<file path="config.mk">
export PLATFORM = sky130hd
export DESIGN_NAME = mdr_core
export DESIGN_NICKNAME = d
export VERILOG_FILES = /design/src/common/mdr_pkg.sv /design/src/mdr_core.sv
export SDC_FILE = /design/constraint.sdc
export NUM_CORES = 2
export LEC_CHECK = 0
export BUFFER_PORTS_ARGS = -buffer_cell sky130_fd_sc_hd__buf_2
export CELL_PAD_IN_SITES_DETAIL_PLACEMENT = 0
export CELL_PAD_IN_SITES_GLOBAL_PLACEMENT = 1
export CORE_MARGIN = 5
export CORE_UTILIZATION = 35
export DETAILED_ROUTE_END_ITERATION = 7
export PLACE_DENSITY_LB_ADDON = 0.08
export SYNTH_ARGS = -nofsm -noshare
export SYNTH_HDL_FRONTEND = slang
export SYNTH_SLANG_ARGS = --single-unit
</file>
<file path="constraint.sdc">
create_clock -name clk -period 6 [get_ports clk]
set_clock_uncertainty 0.05 [all_clocks]
set_input_delay 0.9 -clock clk [delete_from_list [all_inputs] [get_ports clk]]
set_output_delay 0.9 -clock clk [all_outputs]
set_load 0.005 [all_outputs]
</file>
<file path="src/common/mdr_pkg.sv">
// package: register map, timing constants and carrier types of the metering result block
package mdr_pkg;

   // ------------------------------------------------------------
   // clocks and tick generation
   // ------------------------------------------------------------
   localparam int unsigned CLK_HZ   = 50000000;
   localparam int unsigned MT_HZ    = 3276800;
   localparam int unsigned RATE_GCD = 800;
   localparam logic [16:0] MT_STEP  = 17'(MT_HZ / RATE_GCD);
   localparam logic [16:0] MT_WRAP  = 17'(CLK_HZ / RATE_GCD);
   // 60 Hz grid stretches every interval by 6/5
   localparam logic [3:0]  GRID_NUM = 4'h5;
   localparam logic [3:0]  GRID_DEN = 4'h6;
   localparam int unsigned TMR_W    = 24;
   localparam int unsigned NGRP     = 6;
   localparam int unsigned NDATA    = 20;
   localparam int unsigned ADDR_W   = 16;

   // ------------------------------------------------------------
   // update and settle times in microseconds
   // ------------------------------------------------------------
   localparam longint unsigned RAW_UPD_US = 300;
   localparam longint unsigned RAW_SET_US = 10000;
   localparam longint unsigned DC_UPD_US  = 20000;
   localparam longint unsigned DC_SET_US  = 70000;
   localparam longint unsigned AC_UPD_US  = 300;
   localparam longint unsigned AC_SET_US  = 70000;
   localparam longint unsigned PWR_UPD_US = 80000;
   localparam longint unsigned PWR_SET_US = 250000;
   localparam longint unsigned RMS_UPD_US = 10000;
   localparam longint unsigned RMS_SET_US = 100000;
   localparam longint unsigned AVG_UPD_US = 1280000;
   localparam longint unsigned AVG_SET_US = 3000000;

   // metering ticks; up rounds a least time upward
   function automatic logic [TMR_W-1:0] us_ticks(input longint unsigned us, input bit up);
      longint unsigned p;
      p = us * MT_HZ;
      if (up) p = p + 64'd999999;
      return TMR_W'(p / 64'd1000000);
   endfunction

   localparam logic [TMR_W-1:0] GRP_UPD [NGRP] = '{us_ticks(RAW_UPD_US, 1'b0), us_ticks(DC_UPD_US, 1'b0),
      us_ticks(AC_UPD_US, 1'b0), us_ticks(PWR_UPD_US, 1'b0), us_ticks(RMS_UPD_US, 1'b0), us_ticks(AVG_UPD_US, 1'b0)};
   localparam logic [TMR_W-1:0] GRP_SET [NGRP] = '{us_ticks(RAW_SET_US, 1'b1), us_ticks(DC_SET_US, 1'b1),
      us_ticks(AC_SET_US, 1'b1), us_ticks(PWR_SET_US, 1'b1), us_ticks(RMS_SET_US, 1'b1), us_ticks(AVG_SET_US, 1'b1)};
   localparam int unsigned GRP_DC  = 1;
   localparam int unsigned GRP_AVG = 5;

   // ------------------------------------------------------------
   // register indices (byte address is four times the index)
   // ------------------------------------------------------------
   localparam logic [ADDR_W-1:0] DATA_IDX [NDATA] = '{16'h1005, 16'h100A, 16'h100F, 16'h103A, 16'h1041,
      16'h1048, 16'h1051, 16'h1052, 16'h1053, 16'h10D1, 16'h10D2, 16'h10D3, 16'h10D4, 16'h10D5,
      16'h10D6, 16'h10D7, 16'h10D8, 16'h10D9, 16'h10DA, 16'h10DB};
   localparam int unsigned DATA_GRP [NDATA] = '{0, 0, 0, 1, 1, 1, 2, 2, 2, 3, 3, 4, 4, 4, 5, 5, 5, 5, 5, 5};
   localparam logic [ADDR_W-1:0] IDX_CTRL     = 16'h2886;
   localparam logic [ADDR_W-1:0] IDX_THRESH   = 16'h1002;
   localparam logic [ADDR_W-1:0] IDX_CFG      = 16'h2890;
   localparam logic [ADDR_W-1:0] IDX_SETTLED  = 16'h2891;
   localparam logic [ADDR_W-1:0] IDX_IRQ_STAT = 16'h2892;
   localparam logic [ADDR_W-1:0] IDX_IRQ_MASK = 16'h2893;

   // control register fields and reset values
   localparam int unsigned BIT_GATE  = 7;
   localparam int unsigned BIT_SEEN  = 6;
   localparam int unsigned BIT_CLR   = 5;
   localparam int unsigned BIT_EN    = 4;
   localparam int unsigned LEN_W     = 4;
   localparam int unsigned BIT_GRID  = 8;
   localparam int unsigned KDIV_W    = 8;
   localparam logic [31:0] THR_RST   = 32'h0000_0000;
   localparam int unsigned NIRQ      = 3;
   localparam int unsigned IRQ_SEEN  = 0;
   localparam int unsigned IRQ_AVG   = 1;
   localparam int unsigned IRQ_SETL  = 2;

   // ------------------------------------------------------------
   // carriers
   // ------------------------------------------------------------
   typedef struct packed {
      logic [5:0][31:0] avg;
      logic [2:0][31:0] rmsi;
      logic [1:0][31:0] pinst;
      logic [2:0][31:0] ac;
      logic [2:0][31:0] dc;
      logic [2:0][31:0] raw;
   } mdr_results_t;

   typedef struct packed {
      logic [ADDR_W-1:0] addr;
      logic [31:0]       wdata;
      logic              wr;
      logic              rd;
   } mdr_bus_req_t;

endpackage

</file>
<file path="src/mdr_core.sv">
// metering result registers with current-presence detector
//
// Behaviour
// - gate bit stops sampling and the update and settle timers of all six groups, averages included
// - detection sets the read-only seen flag; held until clear or disable
// - detection runs only while enabled; writing zero disables and clears flag
// - run length plus one consecutive I1 ac samples above threshold means caught
// - every reset returns all data registers to zero
// - intervals are at 3.2768 MHz metering clock; divide by K scales by K
// - a 60 Hz grid stretches every interval by 1.2
// - raw waveforms refresh every 0.3 ms, valid after 10 ms
// - dc components refresh every 20 ms, settled after 70 ms
// - ac components refresh every 0.3 ms, settled after 70 ms
// - instantaneous path powers refresh every 80 ms, settled after 250 ms
// - instantaneous rms refresh every 10 ms, settled after 100 ms
// - averages and apparent power refresh every 1.28 s, settled after 3 s
`timescale 1ns/1ps
`default_nettype none

module mdr_core #(
   parameter logic [mdr_pkg::TMR_W-1:0] UPD_TICKS [mdr_pkg::NGRP] = mdr_pkg::GRP_UPD,
   parameter logic [mdr_pkg::TMR_W-1:0] SET_TICKS [mdr_pkg::NGRP] = mdr_pkg::GRP_SET
) (
   input  wire logic                  clk,
   input  wire logic                  external_reset_pin,
   input  wire mdr_pkg::mdr_bus_req_t bus,
   output logic [31:0]                rdata,
   input  wire mdr_pkg::mdr_results_t results,
   input  wire logic                  i1_sample_vld,
   output logic                       calc_gate_off,
   output logic                       current_seen_flag,
   output logic                       irq
);

   // ------------------------------------------------------------
   // bus decode
   // ------------------------------------------------------------
   function automatic logic at(input logic [mdr_pkg::ADDR_W-1:0] a, input logic [mdr_pkg::ADDR_W-1:0] idx);
      return a == {idx[mdr_pkg::ADDR_W-3:0], 2'b00};
   endfunction

   logic                     hit_ctrl;
   logic                     hit_thr;
   logic                     hit_cfg;
   logic                     hit_setl;
   logic                     hit_ist;
   logic                     hit_imsk;
   logic [mdr_pkg::NDATA-1:0] hit_data;
   logic [mdr_pkg::NDATA-1:0][31:0] res_w;

   // decode is exact: any other word is unmapped and reads zero
   assign hit_ctrl = at(bus.addr, mdr_pkg::IDX_CTRL);
   assign hit_thr  = at(bus.addr, mdr_pkg::IDX_THRESH);
   assign hit_cfg  = at(bus.addr, mdr_pkg::IDX_CFG);
   assign hit_setl = at(bus.addr, mdr_pkg::IDX_SETTLED);
   assign hit_ist  = at(bus.addr, mdr_pkg::IDX_IRQ_STAT);
   assign hit_imsk = at(bus.addr, mdr_pkg::IDX_IRQ_MASK);
   assign res_w    = results;

   // ------------------------------------------------------------
   // control, threshold and configuration registers
   // ------------------------------------------------------------
   logic                        gate_r;
   logic                        clr_r;
   logic                        en_r;
   logic [mdr_pkg::LEN_W-1:0]   len_r;
   logic [31:0]                 thr_r;
   logic                        grid60_r;
   logic [mdr_pkg::KDIV_W-1:0]  kdiv_r;
   logic                        wr_ctrl;

   assign wr_ctrl = bus.wr && hit_ctrl;

   // writable control bits; the seen flag is read-only and lives below
   always_ff @(posedge clk or negedge external_reset_pin) begin
      if (!external_reset_pin) begin
         gate_r <= 1'b0;
         clr_r  <= 1'b0;
         en_r   <= 1'b0;
         len_r  <= '0;
      end else if (wr_ctrl) begin
         gate_r <= bus.wdata[mdr_pkg::BIT_GATE];
         clr_r  <= bus.wdata[mdr_pkg::BIT_CLR];
         en_r   <= bus.wdata[mdr_pkg::BIT_EN];
         len_r  <= bus.wdata[mdr_pkg::LEN_W-1:0];
      end
   end

   // threshold, clock divider and grid selection
   always_ff @(posedge clk or negedge external_reset_pin) begin
      if (!external_reset_pin) begin
         thr_r    <= mdr_pkg::THR_RST;
         grid60_r <= 1'b0;
         kdiv_r   <= '0;
      end else begin
         if (bus.wr && hit_thr) thr_r <= bus.wdata;
         if (bus.wr && hit_cfg) begin
            grid60_r <= bus.wdata[mdr_pkg::BIT_GRID];
            kdiv_r   <= bus.wdata[mdr_pkg::KDIV_W-1:0];
         end
      end
   end

   // ------------------------------------------------------------
   // current detection
   // ------------------------------------------------------------
   logic                      samp;
   logic                      above;
   logic                      caught;
   logic                      seen_r;
   logic [mdr_pkg::LEN_W-1:0] run_r;
   logic                      clr_req;

   // gated sampling delivers no samples to the detector
   assign samp    = i1_sample_vld && !gate_r && en_r;
   assign above   = $signed(res_w[7]) > $signed(thr_r);
   assign caught  = samp && above && (run_r >= len_r);
   assign clr_req = wr_ctrl && bus.wdata[mdr_pkg::BIT_CLR];

   // consecutive counter saturates at the run length
   always_ff @(posedge clk or negedge external_reset_pin) begin
      if (!external_reset_pin) begin
         run_r <= '0;
      end else if (!en_r) begin
         run_r <= '0;
      end else if (samp) begin
         if (!above) run_r <= '0;
         else if (run_r < len_r) run_r <= run_r + 1'b1;
      end
   end

   // a catch in the cycle of a clear or disable write still wins
   always_ff @(posedge clk or negedge external_reset_pin) begin
      if (!external_reset_pin) begin
         seen_r <= 1'b0;
      end else if (caught) begin
         seen_r <= 1'b1;
      end else if (clr_req || !en_r || (wr_ctrl && !bus.wdata[mdr_pkg::BIT_EN])) begin
         seen_r <= 1'b0;
      end
   end

   // ------------------------------------------------------------
   // metering tick: 3.2768 MHz from 50 MHz, then divide and grid
   // ------------------------------------------------------------
   logic [16:0]                ph_r;
   logic [16:0]                ph_sum;
   logic                       base_tk_r;
   logic [mdr_pkg::KDIV_W-1:0] kcnt_r;
   logic                       k_tk_r;
   logic [3:0]                 gacc_r;
   logic [3:0]                 gsum;
   logic                       mt_tk_r;

   assign ph_sum = ph_r + mdr_pkg::MT_STEP;
   assign gsum   = gacc_r + mdr_pkg::GRID_NUM;

   // fractional accumulator keeps the long-run rate exact
   always_ff @(posedge clk or negedge external_reset_pin) begin
      if (!external_reset_pin) begin
         ph_r      <= '0;
         base_tk_r <= 1'b0;
      end else if (ph_sum >= mdr_pkg::MT_WRAP) begin
         ph_r      <= ph_sum - mdr_pkg::MT_WRAP;
         base_tk_r <= 1'b1;
      end else begin
         ph_r      <= ph_sum;
         base_tk_r <= 1'b0;
      end
   end

   // divide by K = kdiv + 1 scales every interval by K
   always_ff @(posedge clk or negedge external_reset_pin) begin
      if (!external_reset_pin) begin
         kcnt_r <= '0;
         k_tk_r <= 1'b0;
      end else begin
         k_tk_r <= base_tk_r && (kcnt_r >= kdiv_r);
         if (base_tk_r) kcnt_r <= (kcnt_r >= kdiv_r) ? '0 : kcnt_r + 1'b1;
      end
   end

   // on 60 Hz keep five ticks of six, so intervals stretch by 1.2
   always_ff @(posedge clk or negedge external_reset_pin) begin
      if (!external_reset_pin) begin
         gacc_r  <= '0;
         mt_tk_r <= 1'b0;
      end else if (!grid60_r) begin
         gacc_r  <= '0;
         mt_tk_r <= k_tk_r;
      end else if (k_tk_r) begin
         mt_tk_r <= gsum >= mdr_pkg::GRID_DEN;
         gacc_r  <= (gsum >= mdr_pkg::GRID_DEN) ? gsum - mdr_pkg::GRID_DEN : gsum;
      end else begin
         mt_tk_r <= 1'b0;
      end
   end

   // ------------------------------------------------------------
   // per-group update and settle timers
   // ------------------------------------------------------------
   logic [mdr_pkg::TMR_W-1:0] upd_cnt_r [mdr_pkg::NGRP];
   logic [mdr_pkg::TMR_W-1:0] set_cnt_r [mdr_pkg::NGRP];
   logic [mdr_pkg::NGRP-1:0]  upd_stb;
   logic [mdr_pkg::NGRP-1:0]  settled;

   // gating clears the timers; settling restarts once sampling resumes
   for (genvar g = 0; g < mdr_pkg::NGRP; g++) begin : g_grp
      always_ff @(posedge clk or negedge external_reset_pin) begin
         if (!external_reset_pin) begin
            upd_cnt_r[g] <= '0;
            set_cnt_r[g] <= '0;
         end else if (gate_r) begin
            upd_cnt_r[g] <= '0;
            set_cnt_r[g] <= '0;
         end else if (mt_tk_r) begin
            upd_cnt_r[g] <= upd_stb[g] ? '0 : upd_cnt_r[g] + 1'b1;
            if (!settled[g]) set_cnt_r[g] <= set_cnt_r[g] + 1'b1;
         end
      end
      assign upd_stb[g] = mt_tk_r && !gate_r && (upd_cnt_r[g] == UPD_TICKS[g] - 1'b1);
      assign settled[g] = set_cnt_r[g] >= SET_TICKS[g];
   end

   // ------------------------------------------------------------
   // result registers
   // ------------------------------------------------------------
   logic [31:0] data_r [mdr_pkg::NDATA];

   // a bus write wins over a capture in the same cycle
   for (genvar w = 0; w < mdr_pkg::NDATA; w++) begin : g_data
      assign hit_data[w] = at(bus.addr, mdr_pkg::DATA_IDX[w]);
      always_ff @(posedge clk or negedge external_reset_pin) begin
         if (!external_reset_pin) begin
            data_r[w] <= '0;
         end else if (bus.wr && hit_data[w]) begin
            data_r[w] <= bus.wdata;
         end else if (upd_stb[mdr_pkg::DATA_GRP[w]]) begin
            data_r[w] <= res_w[w];
         end
      end
   end

   // ------------------------------------------------------------
   // interrupts
   // ------------------------------------------------------------
   logic [mdr_pkg::NIRQ-1:0] ist_r;
   logic [mdr_pkg::NIRQ-1:0] imsk_r;
   logic [mdr_pkg::NIRQ-1:0] ev;
   logic                     all_setl_r;
   logic                     irq_r;

   assign ev = {(&settled) && !all_setl_r, upd_stb[mdr_pkg::GRP_AVG], caught};

   // read clears status; a fresh event in that cycle survives
   always_ff @(posedge clk or negedge external_reset_pin) begin
      if (!external_reset_pin) begin
         ist_r      <= '0;
         imsk_r     <= '0;
         all_setl_r <= 1'b0;
         irq_r      <= 1'b0;
      end else begin
         ist_r      <= ((bus.rd && hit_ist) ? '0 : ist_r) | ev;
         if (bus.wr && hit_imsk) imsk_r <= bus.wdata[mdr_pkg::NIRQ-1:0];
         all_setl_r <= &settled;
         irq_r      <= |(ist_r & imsk_r);
      end
   end

   // ------------------------------------------------------------
   // read path
   // ------------------------------------------------------------
   logic [31:0] rd_nxt;
   logic [31:0] rdata_r;

   always_comb begin
      rd_nxt = '0;
      if (hit_ctrl) rd_nxt = {24'h00_0000, gate_r, seen_r, clr_r, en_r, len_r};
      if (hit_thr)  rd_nxt = thr_r;
      if (hit_cfg)  rd_nxt = {23'h00_0000, grid60_r, kdiv_r};
      if (hit_setl) rd_nxt = {26'h000_0000, settled};
      if (hit_ist)  rd_nxt = {29'h0000_0000, ist_r};
      if (hit_imsk) rd_nxt = {29'h0000_0000, imsk_r};
      for (int i = 0; i < mdr_pkg::NDATA; i++) begin
         if (hit_data[i]) rd_nxt = data_r[i];
      end
   end

   // data stand only in the cycle after the read strobe
   always_ff @(posedge clk or negedge external_reset_pin) begin
      if (!external_reset_pin) rdata_r <= '0;
      else rdata_r <= bus.rd ? rd_nxt : '0;
   end

   assign rdata             = rdata_r;
   assign calc_gate_off     = gate_r;
   assign current_seen_flag = seen_r;
   assign irq               = irq_r;
endmodule

`default_nettype wire
</file>
# After elaboration in Yosys (flattened, before gate mapping)
# Index checks and enable logic that the tools add are counted.
[totals]
reg_bits = 1053
in_bits = 693
output_inout_bits = 35
elab_cells = 320
[op_classes]
n_addsub = 18
n_lt_le_gt_ge = 12
n_eq_ne = 41
mux = 118
n_bitwise = 2
n_reduce_logical = 77
[op_table]
columns = ["op", "count"]
rows = [
  ["32-bit two-way mux", 66],
  ["24-bit two-way mux", 36],
  ["16-bit by 15-bit == test with 1-bit output (second input constant)", 21],
  ["24-bit by 1-bit adder with 24-bit output (second input constant)", 12],
  ["16-bit == test (second input constant)", 5],
  ["24-bit by 10-bit == test with 1-bit output (second input constant)", 2],
  ["24-bit by 18-bit greater-or-equal comparator with 1-bit output (second input constant)", 2],
  ["2-bit nonzero test", 22],
  ["1-bit logical AND", 40],
  ["32-bit greater-than comparator", 1],
  ["4-bit two-way mux", 7],
  ["24-bit by 15-bit == test with 1-bit output (second input constant)", 1],
  ["24-bit by 16-bit == test with 1-bit output (second input constant)", 1],
  ["24-bit by 18-bit == test with 1-bit output (second input constant)", 1],
  ["24-bit by 22-bit == test with 1-bit output (second input constant)", 1],
  ["24-bit by 16-bit greater-or-equal comparator with 1-bit output (second input constant)", 1],
  ["24-bit by 19-bit greater-or-equal comparator with 1-bit output (second input constant)", 1],
  ["24-bit by 20-bit greater-or-equal comparator with 1-bit output (second input constant)", 1],
  ["24-bit greater-or-equal comparator (second input constant)", 1],
  ["17-bit by 13-bit adder with 17-bit output (second input constant)", 1],
  ["17-bit by 16-bit greater-or-equal comparator with 1-bit output (second input constant)", 1],
  ["17-bit two-way mux", 1],
  ["17-bit by 16-bit subtractor with 17-bit output (second input constant)", 1],
  ["8-bit two-way mux", 2],
  ["other kinds (20)", 40],
]

# Longest topological paths before layout
[depth]
ltp_word = 28
ltp_mapped = 13

# Least setup slack after synthesis
# Ideal clock, no wire load.
[synth_timing]
path_kind = "in2reg"
start = "input port bus[34] in the netlist's numbering"
end = "register data_r[535] in the netlist's numbering"
setup_time_ns = 0.137
t_arrival_ns = 3.190
required_ns = 5.813
path_slack_ns = 2.623
path_stages = 12
n_path_buf = 7
cell_sequence = "buf_2 > or4b_1 > buf_2 > buf_2 > nor4_1 > buf_2 > buf_4 > buf_4 > nand2_1 > clkbuf_1 > nor2_1 > a21oi_1"
[synth_via]
elab_chain_len = 3
word_cells_on_any_way = 4
[synth_rtl]
columns = ["item", "line_no", "rtl"]
rows = [
  ["from (decl)", "mdr_core.sv:26", "input wire mdr_pkg::mdr_bus_req_t bus,"],
  ["16-bit by 15-bit == test with 1-bit output (*)", "mdr_core.sv:39", "return a == {idx[mdr_pkg::ADDR_W-3:0], 2'b00};"],
  ["1-bit logical AND (*)", "mdr_core.sv:236", "end else if (bus.wr && hit_data[w]) begin"],
  ["32-bit two-way mux / 2-bit nonzero test (equally long branches)", "n/a", ""],
  ["to (signal, indexed assignment)", "mdr_core.sv:237", "data_r[w] <= bus.wdata;"],
  ["to (signal, indexed assignment)", "mdr_core.sv:239", "data_r[w] <= res_w[w];"],
  ["to (decl)", "mdr_core.sv:228", "logic [31:0] data_r [mdr_pkg::NDATA];"],
]
# Every way passes the cells marked *; elsewhere a longest branch is shown, timed or not.
# A chain may end at the register's enable or synchronous reset.

# Worst setup path in the final report
[layout_timing]
start = "input port bus[47] in the netlist's numbering"
end = "register rdata_r[5] (netlist: rdata[5])"
[layout_via]
elab_chain_len = 28
word_cells_on_any_way = 53
[layout_rtl]
columns = ["item", "line_no", "rtl"]
rows = [
  ["16-bit == test", "mdr_core.sv:39", ""],
  ["8-bit two-way mux", "mdr_core.sv:278", "if (hit_ctrl) rd_nxt = {24'h00_0000, gate_r, seen_r, clr_r, en_r, len_r};"],
  ["32-bit two-way mux", "mdr_core.sv:279", "if (hit_thr) rd_nxt = thr_r;"],
  ["32-bit two-way mux", "mdr_core.sv:280", "if (hit_cfg) rd_nxt = {23'h00_0000, grid60_r, kdiv_r};"],
  ["32-bit two-way mux", "mdr_core.sv:281", "if (hit_setl) rd_nxt = {26'h000_0000, settled};"],
  ["32-bit two-way mux", "mdr_core.sv:282", "if (hit_ist) rd_nxt = {29'h0000_0000, ist_r};"],
  ["32-bit two-way mux", "mdr_core.sv:283", "if (hit_imsk) rd_nxt = {29'h0000_0000, imsk_r};"],
  ["32-bit two-way mux (19 in series)", "mdr_core.sv:285", "if (hit_data[i]) rd_nxt = data_r[i];"],
  ["32-bit two-way mux (*)", "mdr_core.sv:285", ""],
  ["32-bit two-way mux (*)", "mdr_core.sv:292", "else rdata_r <= bus.rd ? rd_nxt : '0;"],
  ["to (signal assigned)", "mdr_core.sv:292", ""],
  ["to (decl)", "mdr_core.sv:274", "logic [31:0] rdata_r;"],
]
# Marked as above.

==> impl_metrics.yaml <==
run_status:
  status: "finished, final reports clean"
yosys:
  yosysWarnings: 0
  yosysMostFrequentCell: "dfrtp_1"
  synth_nets: 6472
  ys.flop_type: "dfrtp_1"
  seq_area_frac_synth: 0.482
  yosys.area.top_type_share: 0.482
  synth.distinct_cells: 83
  syn_area_um2: 54600
  synthArstFlopShare: 1.00
  synth_common_cells: "dfrtp_1, mux2i_1, nand2_1"
  syn_avg_cell_area_um2: 9.56
  post-synth-top-area-cell: "dfrtp_1"
  synth_edf_count: 0
  synth-seq-cells: 1051
  synth_cells: 5706
  synth_area_leaders: "dfrtp_1, mux2i_1, o21ai_0, nand2_1, nor2_1"
clocking:
  cts_inserted_buffers: 132
  cts.sinks: 1051
  cts_root_buffer: "clkbuf_16"
  clkTransAtPathRegs_ps: 60
  cts_max_level: 4
  cts_tree: "yes"
  post_cts_buffers: 0
  cts_hold_buf: 0
  ctsResizeCount: 0
  clock_latency_ps: 780
  cts_buffer_depth: 3
cells_and_area:
  fin_cells: 8407
  nets: 7007
  drive_above_1_share: 0.185
  syn_to_final_growth_pct: 19.0
timing:
  final.period_utilization: 0.682
  drv_slew: 0
  finalSetupViolations: 0
  setup_slack_ps: 1910
  rsz0062_at_grt: "no"
  finalHoldViolCount: 0
  fmax_mhz: 244
  worstMarginPinSlew_ps: 1410
  fin_tns_setup_ps: 0
  fin_crit_ps: 4090
  relSlewSlack: 0.0504
route:
  first_pass_iters: 7
  vias_per_cell: 5.83
  initialDrtViolationCount: 5295
  postRouteWirelength_um: 271000
  wl_per_cell_um: 32.2
  vias: 49000
  drcViolationCount: 0
  antenna_left: 0
grt:
  track_usage: 0.322
  grt_max_degree: 167
  grt_pass1_wl_um: 374000
  antenna_found_initial: 32
  grt_pass1_vias: 46700
  grt_overflow: 0
placed_design:
  detailedPlace.worstSlack_ps: 1190
  place_inst: 8165
  io_buffers: 727
  dpl.hpwl_um: 193000
  gp_congestion: 0.912
worst_setup_path:
  crit_chain: "buf_2 > or4b_2 > buf_4 > nor4_2 > buf_4 > clkinv_1 > o22ai_1 > nor3_1 > a211oi_1 > nor3_1"
  arrival_ps: 4650
  crit_required_ps: 6560
  cp-start-kind: "primary input"
  end_kind: "flip-flop"
  slowest_stage: "or4b_2"
  critPathMaxStageDelay_ps: 1080
  critical_path_peak_fanout: 23
  criticalPathCategory: "primary input to flip-flop"
floorplanning:
  die_w_um: 405
  die_area_um2: 164000
  core_um2: 156000
  start_util: 0.351
  num_rows: 145
  ios: 728
  fp.dieH_um: 405
pwr:
  power.density_nw_per_um2: 254
  irDropWorstVdd_uv: 307
  p_leak_uw: 0.0300
hold_path:
  hold_class: "primary input to async pin"
flow_run:
  cap_violations: 0
==> metal layers <==
| metal | track usage | share of wire | up-vias |
|---|---|---|---|
| li1 | - | - | 21600 |
| met1 | 0.421 | 0.41 | 24500 |
| met2 | 0.510 | 0.46 | 2339 |
| met3 | 0.0578 | 0.073 | 535 |
| met4 | 0.171 | 0.063 | 6 |
| met5 | 0 | 0.00015 | - |
==> worst max-delay path, delay by kind of cell <==
kind / cells / cell delay (ps)
compound gates: 2 / 530
buf+inv: 4 / 1620
simple gates: 4 / 1550
==> cell type report <==
| class | count | area [µm²] |
|---|---|---|
| multi-input cells | 4125 | 26500 |
| inverters | 94 | 353 |
| clock buffers | 197 | 3980 |
| clock inverters | 35 | 453 |
| repair buffers | 837 | 4770 |
| flip-flops and latches | 1051 | 26300 |
| diodes | 10 | 25.0 |
| well taps | 2058 | 2570 |
| fillers | 15500 | 90700 |
==> stage by stage <==
stage          total power, µW  instance area [µm²]   util  hold WS, ps
5_1_grt                  17000                64900  0.417          116
3_5_place_dp              8340                60500  0.389          393
2_1_floorplan             7580                54600      -          360
6_report                 16500                65000  0.417         78.6
4_1_cts                  16600                64900  0.417          129
3_3_place_gp              8340                60500  0.389          374
==> power breakdown <==
group / internal [µW] / switching (µW)
registers: 7190 / 86.2
clock network: 4930 / 3350
logic: 276 / 666
total: 12400 / 4110
==> placed cells by master (no fill, tap or decap), types with 69 or more instances in the layout <==
master / instances
a21oi_1: 413
a22oi_1: 115
and3_1: 69
buf_2: 726
buf_4: 86
clkbuf_16: 138
dfrtp_1: 1050
ha_1: 73
inv_1: 91
mux2i_1: 650
nand2_1: 604
nand3_1: 111
nand4_1: 73
nor2_1: 571
o21ai_0: 563
xor2_1: 83
==> sequential cells by signal, indices dropped and copies added (netlist names), 3 cells and up <==
name       count
data_r       640
set_cnt_r    144
gacc_r         4
ph_r          15
imsk_r         3
kcnt_r         8
kdiv_r         8
run_r          4
thr_r         32
upd_cnt_r    144
rdata         32
ist_r          3
len_r          4
==> cells by family after synthesis <==
family | after synthesis | share of synthesized area
xor gates and xnor gates | 143 | 0.0229
DFF | 1051 | 0.482
and+or+nand+nor | 1750 | 0.149
AOI/OAI and AO/OA | 1458 | 0.161
adders and majority gates | 73 | 0.0167
muxes | 701 | 0.130
buffers and inverters | 530 | 0.0383
==> worst paths after layout <==
path	start	cells past startpoint	to	slack [ps]
min reg2reg	all_setl_r	1	ist_r[2]	390
min in group clk	results[593]	3	data_r[49]	370
max	bus[47]	10	rdata[5]	1910
min	external_reset_pin	1	upd_cnt_r[44]	80
max in group asynchronous	external_reset_pin	2	data_r[179]	4070
max reg2reg	upd_cnt_r[24]	8	data_r[284]	2190
Power figures use the tool's default switching activity.
